`src/rtl/sscrm_pkg.sv`:
```
package sscrm_pkg;

  // ----------------------------------------------------------------------
  // Register addresses
  // ----------------------------------------------------------------------
  localparam logic [12:0] ADDR_PORT_CFG = 13'h0000;
  localparam logic [12:0] ADDR_CHIP_ID = 13'h0001;
  localparam logic [12:0] ADDR_CHIP_GRADE = 13'h0002;
  localparam logic [12:0] ADDR_CHAN_SEL = 13'h0005;
  localparam logic [12:0] ADDR_CONV_LO = 13'h0008;
  localparam logic [12:0] ADDR_CONV_HI = 13'h0018;
  localparam logic [12:0] ADDR_XFER = 13'h00FF;
  localparam logic [12:0] ADDR_FEAT_LO = 13'h0100;
  localparam logic [12:0] ADDR_FEAT_HI = 13'h0123;
  localparam logic [12:0] ADDR_STEP = 13'h0001;

  // ----------------------------------------------------------------------
  // Bank sizes and field positions
  // ----------------------------------------------------------------------
  localparam int CONV_N = 17;
  localparam int FEAT_N = 36;
  localparam int FEAT_SHADOW_BASE = 30;
  localparam logic [5:0] FEAT_SHADOW_IDX = 6'h1E;
  localparam logic [4:0] VREF_IDX = 5'h10;
  localparam int PORT_LSB_HI = 6;
  localparam int PORT_LSB_LO = 1;

  // ----------------------------------------------------------------------
  // Reset values and write masks
  // ----------------------------------------------------------------------
  localparam logic [7:0] VREF_RST = 8'hC0;
  localparam logic [7:0] PORT_CFG_RST = 8'h18;
  localparam logic [7:0] PORT_CFG_KEEP = 8'h42;
  localparam logic [7:0] PORT_CFG_FIXED = 8'h18;
  localparam logic [7:0] CHAN_SEL_RST = 8'h03;
  localparam logic [7:0] CHAN_SEL_MASK = 8'h03;
  localparam logic [7:0] XFER_CMD = 8'h01;
  localparam logic [7:0] BYTE_ZERO = 8'h00;

  // ----------------------------------------------------------------------
  // Serial framing counts
  // ----------------------------------------------------------------------
  localparam logic [3:0] INSTR_LAST = 4'hF;
  localparam logic [2:0] BYTE_LAST = 3'h7;
  localparam logic [1:0] LEN_STREAM = 2'h3;

  // ----------------------------------------------------------------------
  // Types
  // ----------------------------------------------------------------------
  typedef struct packed {
    logic rd;
    logic [1:0] len;
    logic [12:0] addr;
  } sscrm_instr_type;

  typedef struct packed {
    logic [FEAT_N-1:0][7:0] feat;
    logic [CONV_N-1:0][7:0] conv;
  } sscrm_chan_cfg_type;

  typedef enum logic [1:0] {
    ST_INSTR = 2'b00,
    ST_DATA = 2'b01,
    ST_DONE = 2'b11
  } sscrm_state_type;

endpackage

```
`src/rtl/sscrm_regmap.sv`:
```
`timescale 1ns/1ps
// Notes on behaviour
// - Four ranges decode: 0x00-0x02, 0x05 and 0xFF, 0x08-0x18, 0x100-0x123.
// - Every register location holds one byte with bit 7 as its MSB.
// - The reference select at 0x18 resets to 0xC0.
// - The i_srst input reloads the critical registers with their defaults; a soft reset write does not.
// - 0x08-0x18 and 0x11E-0x123 are shadowed until a transfer.
// - Writing 0x01 to 0xFF copies every shadow into the active set.
// - The transfer bit clears itself after the update.
// - Local registers exist per channel, chosen by the bits in 0x05.
// - With both channel bits set a local write updates both copies.
// - With both channel bits set a local read returns channel A.
// - Global registers behave the same whatever 0x05 holds.
// - A frame is a 16-bit instruction followed by 8-bit data words.
// - Bits shift MSB first until the port setup selects LSB first.
module sscrm_regmap #(
  parameter logic [7:0] CHIP_ID = 8'h5A,   // Arbitrary identity value.
  parameter logic [7:0] CHIP_GRADE = 8'h00 // Arbitrary grade value.
) (
  input wire logic i_ref_clk,
  input wire logic i_srst,
  input wire logic i_spi_sclk,
  input wire logic i_spi_cs_n,
  input wire logic i_spi_sdio,
  output logic o_spi_sdio,
  output logic o_spi_sdio_oe,
  output sscrm_pkg::sscrm_chan_cfg_type o_active_a,
  output sscrm_pkg::sscrm_chan_cfg_type o_active_b
);

  logic sclk_s, cs_n_s, sdio_s, sclk_q_r, rise, fall, lsb_first;
  sscrm_pkg::sscrm_state_type st_r;
  sscrm_pkg::sscrm_instr_type instr_r, instr_nxt;
  logic [15:0] shift_r, shift_nxt, shift_rev;
  logic [3:0] bit_cnt_r;
  logic [1:0] byte_cnt_r;
  logic [12:0] addr_nxt, conv_off, feat_off;
  logic [7:0] port_cfg_r, chan_sel_r, wr_byte, rd_byte, byte_rev;
  logic xfer_r, wr_stb, rd_ch, in_conv, in_feat;
  logic [2:0] bit_sel;
  logic [4:0] conv_idx;
  logic [5:0] feat_idx;
  sscrm_pkg::sscrm_chan_cfg_type sh_r [2];
  sscrm_pkg::sscrm_chan_cfg_type act_r [2];

  // ----------------------------------------------------------------------
  // Pin synchronisers and edge detection
  // ----------------------------------------------------------------------
  sscrm_pin_sync #(.RST_VAL(1'b0)) u_sync_sclk (
    .i_ref_clk(i_ref_clk), .i_srst(i_srst),
    .i_pin(i_spi_sclk), .o_level(sclk_s)
  );
  sscrm_pin_sync #(.RST_VAL(1'b1)) u_sync_cs (
    .i_ref_clk(i_ref_clk), .i_srst(i_srst),
    .i_pin(i_spi_cs_n), .o_level(cs_n_s)
  );
  sscrm_pin_sync #(.RST_VAL(1'b0)) u_sync_sdio (
    .i_ref_clk(i_ref_clk), .i_srst(i_srst),
    .i_pin(i_spi_sdio), .o_level(sdio_s)
  );

  // Previous serial clock level for edge detection.
  always_ff @(posedge i_ref_clk) begin
    if (i_srst) begin
      sclk_q_r <= 1'b0;
    end else begin
      sclk_q_r <= sclk_s;
    end
  end

  // Edges count only while the chip select is low.
  assign rise = sclk_s & ~sclk_q_r & ~cs_n_s;
  assign fall = ~sclk_s & sclk_q_r & ~cs_n_s;
  assign lsb_first = port_cfg_r[sscrm_pkg::PORT_LSB_HI] |
                     port_cfg_r[sscrm_pkg::PORT_LSB_LO];

  // ----------------------------------------------------------------------
  // Frame sequencing
  // ----------------------------------------------------------------------
  // Received bits land at the bottom; LSB-first order is undone by reversal.
  assign shift_nxt = {shift_r[14:0], sdio_s};
  assign shift_rev = {<<{shift_nxt}};
  assign byte_rev = {<<{shift_nxt[7:0]}};
  assign instr_nxt = lsb_first ? shift_rev : shift_nxt;
  assign wr_byte = lsb_first ? byte_rev : shift_nxt[7:0];
  assign addr_nxt = lsb_first ? instr_r.addr + sscrm_pkg::ADDR_STEP
                              : instr_r.addr - sscrm_pkg::ADDR_STEP;
  assign wr_stb = rise & (st_r == sscrm_pkg::ST_DATA) & ~instr_r.rd &
                  (bit_cnt_r[2:0] == sscrm_pkg::BYTE_LAST);

  // Sixteen instruction bits, then bytes until the length is used up.
  always_ff @(posedge i_ref_clk) begin
    if (i_srst || cs_n_s) begin
      st_r <= sscrm_pkg::ST_INSTR;
      bit_cnt_r <= '0;
      byte_cnt_r <= '0;
      shift_r <= '0;
      if (i_srst) begin
        instr_r <= '0;
      end
    end else if (rise) begin
      unique case (st_r)
        sscrm_pkg::ST_INSTR: begin
          shift_r <= shift_nxt;
          bit_cnt_r <= bit_cnt_r + 4'h1;
          if (bit_cnt_r == sscrm_pkg::INSTR_LAST) begin
            instr_r <= instr_nxt;
            st_r <= sscrm_pkg::ST_DATA;
            bit_cnt_r <= '0;
            byte_cnt_r <= '0;
          end
        end
        sscrm_pkg::ST_DATA: begin
          shift_r <= shift_nxt;
          bit_cnt_r <= bit_cnt_r + 4'h1;
          if (bit_cnt_r[2:0] == sscrm_pkg::BYTE_LAST) begin
            bit_cnt_r <= '0;
            instr_r.addr <= addr_nxt;
            byte_cnt_r <= byte_cnt_r + 2'h1;
            if (instr_r.len != sscrm_pkg::LEN_STREAM &&
                byte_cnt_r == instr_r.len) begin
              st_r <= sscrm_pkg::ST_DONE;
            end
          end
        end
        sscrm_pkg::ST_DONE: begin
          st_r <= sscrm_pkg::ST_DONE;
        end
      endcase
    end
  end

  // ----------------------------------------------------------------------
  // Address decode and readback
  // ----------------------------------------------------------------------
  assign conv_off = instr_r.addr - sscrm_pkg::ADDR_CONV_LO;
  assign feat_off = instr_r.addr - sscrm_pkg::ADDR_FEAT_LO;
  assign conv_idx = conv_off[4:0];
  assign feat_idx = feat_off[5:0];
  assign in_conv = instr_r.addr >= sscrm_pkg::ADDR_CONV_LO &&
                   instr_r.addr <= sscrm_pkg::ADDR_CONV_HI;
  assign in_feat = instr_r.addr >= sscrm_pkg::ADDR_FEAT_LO &&
                   instr_r.addr <= sscrm_pkg::ADDR_FEAT_HI;
  // Channel A wins unless only channel B is selected.
  assign rd_ch = chan_sel_r[1] & ~chan_sel_r[0];

  // Reads show the shadow copy, so a write is visible before any transfer.
  always_comb begin
    rd_byte = sscrm_pkg::BYTE_ZERO;
    if (instr_r.addr == sscrm_pkg::ADDR_PORT_CFG) begin
      rd_byte = port_cfg_r;
    end else if (instr_r.addr == sscrm_pkg::ADDR_CHIP_ID) begin
      rd_byte = CHIP_ID;
    end else if (instr_r.addr == sscrm_pkg::ADDR_CHIP_GRADE) begin
      rd_byte = CHIP_GRADE;
    end else if (instr_r.addr == sscrm_pkg::ADDR_CHAN_SEL) begin
      rd_byte = chan_sel_r;
    end else if (instr_r.addr == sscrm_pkg::ADDR_XFER) begin
      rd_byte = {7'h00, xfer_r};
    end else if (in_conv) begin
      rd_byte = sh_r[rd_ch].conv[conv_idx];
    end else if (in_feat) begin
      rd_byte = sh_r[rd_ch].feat[feat_idx];
    end
  end

  // Read data changes on the falling serial edge, ready for the next rise.
  assign bit_sel = lsb_first ? bit_cnt_r[2:0]
                             : sscrm_pkg::BYTE_LAST - bit_cnt_r[2:0];
  always_ff @(posedge i_ref_clk) begin
    if (i_srst || cs_n_s) begin
      o_spi_sdio <= 1'b0;
      o_spi_sdio_oe <= 1'b0;
    end else if (fall && st_r == sscrm_pkg::ST_DATA && instr_r.rd) begin
      o_spi_sdio <= rd_byte[bit_sel];
      o_spi_sdio_oe <= 1'b1;
    end
  end

  // ----------------------------------------------------------------------
  // Global registers
  // ----------------------------------------------------------------------
  // Soft reset bits are not kept and the fixed ones always read as set.
  always_ff @(posedge i_ref_clk) begin
    if (i_srst) begin
      port_cfg_r <= sscrm_pkg::PORT_CFG_RST;
    end else if (wr_stb && instr_r.addr == sscrm_pkg::ADDR_PORT_CFG) begin
      port_cfg_r <= (wr_byte & sscrm_pkg::PORT_CFG_KEEP) |
                    sscrm_pkg::PORT_CFG_FIXED;
    end
  end

  // Channel select bits steer local accesses only.
  always_ff @(posedge i_ref_clk) begin
    if (i_srst) begin
      chan_sel_r <= sscrm_pkg::CHAN_SEL_RST;
    end else if (wr_stb && instr_r.addr == sscrm_pkg::ADDR_CHAN_SEL) begin
      chan_sel_r <= wr_byte & sscrm_pkg::CHAN_SEL_MASK;
    end
  end

  // Transfer command lasts one cycle; a new command wins over the clear.
  always_ff @(posedge i_ref_clk) begin
    if (i_srst) begin
      xfer_r <= 1'b0;
    end else if (wr_stb && instr_r.addr == sscrm_pkg::ADDR_XFER &&
                 wr_byte == sscrm_pkg::XFER_CMD) begin
      xfer_r <= 1'b1;
    end else begin
      xfer_r <= 1'b0;
    end
  end

  // ----------------------------------------------------------------------
  // Per-channel shadow and active banks
  // ----------------------------------------------------------------------
  for (genvar c = 0; c < 2; c++) begin : g_chan
    // Writes reach every channel whose select bit is set.
    always_ff @(posedge i_ref_clk) begin
      if (i_srst) begin
        sh_r[c] <= '0;
        sh_r[c].conv[sscrm_pkg::VREF_IDX] <= sscrm_pkg::VREF_RST;
      end else if (wr_stb && chan_sel_r[c]) begin
        if (in_conv) begin
          sh_r[c].conv[conv_idx] <= wr_byte;
        end else if (in_feat) begin
          sh_r[c].feat[feat_idx] <= wr_byte;
        end
      end
    end

    // Unshadowed feature bytes act at once; the rest wait for a transfer.
    always_ff @(posedge i_ref_clk) begin
      if (i_srst) begin
        act_r[c] <= '0;
        act_r[c].conv[sscrm_pkg::VREF_IDX] <= sscrm_pkg::VREF_RST;
      end else if (xfer_r) begin
        act_r[c].conv <= sh_r[c].conv;
        act_r[c].feat[sscrm_pkg::FEAT_N-1:sscrm_pkg::FEAT_SHADOW_BASE] <=
          sh_r[c].feat[sscrm_pkg::FEAT_N-1:sscrm_pkg::FEAT_SHADOW_BASE];
      end else if (wr_stb && chan_sel_r[c] && in_feat &&
                   feat_idx < sscrm_pkg::FEAT_SHADOW_IDX) begin
        act_r[c].feat[feat_idx] <= wr_byte;
      end
    end
  end

  assign o_active_a = act_r[0];
  assign o_active_b = act_r[1];
endmodule // sscrm_regmap

```
`src/rtl/sscrm_pin_sync.sv`:
```
`timescale 1ns/1ps
// Three-stage pin synchroniser; the output follows once stages two and
// three agree, which filters a single-cycle glitch after metastability.
module sscrm_pin_sync #(
  parameter logic RST_VAL = 1'b0
) (
  input wire logic i_ref_clk,
  input wire logic i_srst,
  input wire logic i_pin,
  output logic o_level
);

  logic meta_r;
  logic s2_r;
  logic s3_r;

  // The first stage feeds only the second stage.
  always_ff @(posedge i_ref_clk) begin
    if (i_srst) begin
      meta_r <= RST_VAL;
      s2_r <= RST_VAL;
      s3_r <= RST_VAL;
      o_level <= RST_VAL;
    end else begin
      meta_r <= i_pin;
      s2_r <= meta_r;
      s3_r <= s2_r;
      if (s2_r == s3_r) begin
        o_level <= s3_r;
      end
    end
  end

endmodule // sscrm_pin_sync

```
`config.mk`:
```
export PLATFORM = sky130hd
export DESIGN_NAME = sscrm_regmap
export DESIGN_NICKNAME = d
export VERILOG_FILES = /design/src/rtl/sscrm_pkg.sv /design/src/rtl/sscrm_regmap.sv /design/src/rtl/sscrm_pin_sync.sv
export SDC_FILE = /design/constraint.sdc
export NUM_CORES = 2
export LEC_CHECK = 0
export BUFFER_PORTS_ARGS = -buffer_cell sky130_fd_sc_hd__buf_2
export CORE_ASPECT_RATIO = 0.9
export CORE_UTILIZATION = 25
export DETAILED_ROUTE_END_ITERATION = 6
export PLACE_DENSITY_LB_ADDON = 0.12
export SYNTH_ARGS = -nofsm -noshare
export SYNTH_HDL_FRONTEND = slang
export SYNTH_HIERARCHICAL = 1
export SYNTH_SLANG_ARGS = --single-unit
```
`constraint.sdc`:
```
create_clock -name i_ref_clk -period 9.6 [get_ports i_ref_clk]
set_clock_uncertainty 0.2 [all_clocks]
set_input_delay 2.4 -clock i_ref_clk [delete_from_list [all_inputs] [get_ports i_ref_clk]]
set_output_delay 2.4 -clock i_ref_clk [all_outputs]
set_load 0.005 [all_outputs]
```
==> Word-level counts from Yosys, hierarchy flattened <==
Memories as Yosys holds them, arrays and structs flattened.
Cells that the tools add are included.
{ "totals": {"elab_cells": 3045, "mem_bits_rw": 1696, "memories": 2, "register_bits": 59, "output_inout_bits": 850} }
{ "memory_table": {"columns": ["memory", "depth", "word_bits", "rd", "rd_clocked_by_memory_dff", "wr", "line", "source"], "rows": [
  ["act_r", 2, 424, 2, 0, 2, "sscrm_regmap.sv:44", "sscrm_pkg::sscrm_chan_cfg_type act_r [2];"],
  ["sh_r", 2, 424, 3, 0, 2, "sscrm_regmap.sv:43", "sscrm_pkg::sscrm_chan_cfg_type sh_r [2];"]
]} }
{ "classes": {"n_mux": 1501, "n_eq_ne": 20, "bitwise": 1448, "order_cmp": 10, "n_reduce_logical": 32, "add_sub_neg": 7} }
{ "ops": {"columns": ["operator", "n"], "rows": [
  ["$mux W1", 1448],
  ["$or A1 B1 Y1", 1435],
  ["$mux W288", 4],
  ["$mux W136", 2],
  ["$mux W128", 2],
  ["$mux W8", 18],
  ["$mux W48", 2],
  ["$mux W16", 5],
  ["$bmux W8 S6", 1],
  ["$demux W8 S6", 1],
  ["$bmux W8 S5", 1],
  ["$demux W8 S5", 1],
  ["$mux W13", 2],
  ["$pmux W13 S2", 1],
  ["$logic_and A1 B1 Y1", 17],
  ["$add A13 B1 Y13 const B", 1],
  ["$eq A13 B1 Y1 const B", 1],
  ["$eq A13 B2 Y1 const B", 1],
  ["$eq A13 B3 Y1 const B", 1],
  ["$eq A13 B8 Y1 const B", 1],
  ["$ge A13 B4 Y1 const B", 1],
  ["$ge A13 B9 Y1 const B", 1],
  ["$le A13 B5 Y1 const B", 1],
  ["$le A13 B9 Y1 const B", 1],
  ["other kinds (41)", 69]
]} }

==> Logic depth before layout (Yosys ltp) <==
{ "logic_depth": {"ltp_word": 14, "mapped_depth": 14} }

==> Cells and area by module <==
The synthesis kept the hierarchy.
{ "by_module_without_submodules": {"columns": ["module", "area_per_inst_um2", "cells_per_inst", "seq_area_each_um2", "instances"], "rows": [
  ["sscrm_regmap", 71324.7, 5679, 52029.9, 1],
  ["sscrm_pin_sync (u_sync_sclk ...)", 112.6, 10, 80.1, 2],
  ["sscrm_pin_sync (u_sync_cs)", 115.1, 10, 80.1, 1]
]} }

==> Worst setup path before layout <==
OpenSTA, ideal clock, no wires.
{ "synth_path": {"kind": "input port to flip-flop", "startpoint": "input i_srst", "endpoint": "memory act_r[0][0] in the netlist's numbering (enable)", "arrival_time_ns": 6.164, "path_buffers": 2, "setup_time_ns": 0.521, "required_ns": 8.879, "slack_ns": 2.715, "cell_stages": 3, "path_cell_list": "clkbuf_1 -> clkbuf_1 -> or2_2"} }
{ "synth_lines": {"columns": ["element", "line", "source"], "rows": [
  ["start, declared", "sscrm_regmap.sv:21", "input wire logic i_srst,"],
  ["end, declared", "sscrm_regmap.sv:44", null]
]} }

==> summary.md <==
| Metric | Value |
|---|---|
| Antenna violations before repair | 31 |
| CTS clk-pin slew, worst paths | 60 ps |
| Die height | 510 um |
| Net Count, Synth | 5726 |
| Crit. End Element | flop |
| Max cap viols | 0 |
| Critical setup path kind | flop to flop |
| Slew @ Worst Pin | 1370 ps |
| Ports | 855 |
| Post-synth top flop | edfxtp_1 |
| Final nets | 6497 |
| Worst Reg-to-Reg Cells | 7 |
| Die width | 566 um |
| Total core area | 285000 um2 |
| Synth Register Bits | 1755 |
| R2R Path Start | st_r[0]$_SDFFE_PP0P_ |
| Async set-or-reset flop fraction in the synthesized netlist | 0% |
| CTS root buffer | clkbuf_16 |
| Seq/Total Area, Yosys | 72.9% |
| # H-tree levels | 4 |
| Commonest non-fill, non-tap cells in the layout | edfxtp_1, nor2_1, nand2_1, buf_2, and2_1 |
| Vias in the first global route | 48200 |
| Hold WC Path Type | flop to flop |
| Slew HR | 8.33% |
| Commonest non-fill, non-tap cell in the layout | edfxtp_1 |
| Gate Count Post-Synth | 5709 |
| Ys Warns | 6 |
| Reg-to-Reg End | sh_r[0][2]$_DFFE_PP_ |
| Syn Area/Cell | 12.6 um2 |
| Worst hold slack | 217 ps |
| Total grt overflow | 0 |
| PwrDens | 200 nW/um2 |
| CTS Sinks | 1755 |
| Gpl congestion | 0.817 |
| First-pass GRT wire length | 407000 um |
| Critical path peak fanout | 13 |
| Reg2reg setup slack | 4060 ps |
| Cts repair resizes | 0 |
| Post-Syn Area | 71700 um2 |
| Final setup violating endpoints | 0 |
| End of the critical path | sh_r[0][2]$_DFFE_PP_ |
| LEAKAGE | 0.0294 uW |
| Post-CTS setup buffer count | 0 |
| Fill cells | 29200 |
| Final setup TNS | 0 ps |
| # hold bufs at CTS | 0 |
| Starting density of the core | 25.1% |
| Pin count of the biggest net entering global routing | 249 |
| FMAX | 181 MHz |
| Peak VDD IR | 0.135 mV |
| RSZ-0062 raised after global routing | no |
| Synth unique cells | 80 |
| EDFF count, synth | 1712 |
| DRC errors left | 2 |
| GRT Util Overall | 20.0% |
| CP Launch Type | flop |
| Clock buffer depth | 4 |
| CTS tree | yes |
| DP HPWL | 200000 um |
| TritonCTS Buffers | 206 |
| Share of cells above drive strength 1 | 20.4% |
| Routed WL | 300000 um |
| Failing checks | DRC |
| WL per Instance | 28.8 um |
| Max Slew Vio Count | 0 |
| Period utilization | 57.7% |
| Vias | 49700 |
| Routed Antenna Nets | 0 |
| Initial DRC Count | 5605 |
| Hold Vio Cnt, Final | 0 |
| Area Growth Syn to Fin | 20.7% |
| Status | finished, violations left |
| Hold path start | u_sync_cs/meta_r$_SDFF_PP1_ |
| Router iterations before antenna repair | 7 |
| Die ar. | 289000 um2 |
| Required time of the critical path | 9910 ps |
| Period minus WS final | 5540 ps |
| Worst Setup SP | st_r[0]$_SDFFE_PP0P_ |
| Drt via density | 4.78 |
| Port bufs | 854 |
| Worst-skew pair later-pin latency | 890 ps |
| WP data arrival | 5850 ps |
| Cell row count | 186 |
[cells in the mapped netlist (43+ instances only)]
cell type	n	area share [%]
nand4_1	47	0.41
dfxtp_1	43	1.2
mux2i_1	87	1.2
nor2_1	1422	7.4
nand2_1	922	4.8
a21oi_1	54	0.38
buf_2	64	0.45
clkbuf_1	268	1.4
a32oi_1	51	0.62
mux4_2	43	1.4
a31oi_1	51	0.45
nand3_1	189	1.3
and2_1	373	3.3
edfxtp_1	1712	72
[where the power goes]
part	leakage [uW]	switching, uW	internal, uW
clock network	0.00314	3240	4480
registers	0.0168	185	8740
logic	0.00948	501	193
[through the flow]
step,instances,setup WS [ps],power [uW],utilization [%],instance area [um2]
after floorplan,5709,2720,9260,-,71700
after CTS,10400,4060,17500,30.3,86500
after detailed placement,10000,3560,9790,28.1,80100
after global placement,10000,3530,9790,28.1,80100
after global routing,10400,3920,17800,30.3,86500
final,10400,4060,17300,30.3,86500
[cells by family (layout without fill, tap and decap cells)]
| group | after synthesis | in the layout | synth area share, % |
|---|---|---|---|
| flops | 1755 | 1755 | 72.9 |
| fa+ha+maj | 12 | 12 | 0.210 |
| xor+xnor | 19 | 19 | 0.232 |
| mux | 132 | 132 | 2.60 |
| other cells | 0 | 6 | 0 |
| buf+inv | 407 | 1332 | 2.43 |
| compound gates | 309 | 309 | 3.14 |
| simple gates | 3075 | 3075 | 18.4 |
[state kept, by name (all words and copies together), names as in the netlist, 2 cells and up]
| signal | cells |
|---|---|
| chan_sel_r | 2 |
| shift_r | 15 |
| byte_cnt_r | 2 |
| port_cfg_r | 2 |
| sh_r | 848 |
| st_r | 2 |
| act_r | 848 |
| instr_r | 16 |
| bit_cnt_r | 4 |
[layer usage]
metal | track usage, % | vias up | part of all wire (%)
li1 | - | 21600 | -
met1 | 28.5 | 25700 | 46
met2 | 31.2 | 2057 | 45
met3 | 4.06 | 335 | 7.2
met4 | 4.37 | 8 | 2.1
met5 | 0 | - | 0.10
[worst max-delay path, cell delays in order (launching register included)]
cell	delay, ps
dfxtp_1	470
nor2b_1	920
nand4b_1	560
nor2_1	980
nand3_1	690
nor3b_2	740
nand2_2	240
nand2_1	340
[cell type report]
cell class                      instances  area, um2  area share, %
Sequential cell                      1755      52300           60.4
Multi-Input combinational cell       3547      17900           20.6
Clock buffer                          253       5370           6.21
Timing Repair Buffer                  958       5230           6.04
Tap cell                             3760       4700           5.44
Clock inverter                        109       1020           1.18
Inverter                               12       52.6         0.0607
Antenna cell                            6       15.0         0.0174
[worst min path at each step]
stage,to,slack (ps),cells after the start
6_report,u_sync_cs/s2_r$_SDFF_PP1_,220,1
5_1_grt,u_sync_cs/s2_r$_SDFF_PP1_,250,1
4_1_cts,u_sync_cs/s2_r$_SDFF_PP1_,220,1
3_5_place_dp,u_sync_cs/s2_r$_SDFF_PP1_,210,1
3_3_place_gp,u_sync_cs/s2_r$_SDFF_PP1_,200,1
2_1_floorplan,u_sync_cs/s2_r$_SDFF_PP1_,180,1
Power figures use the tool's default switching activity.
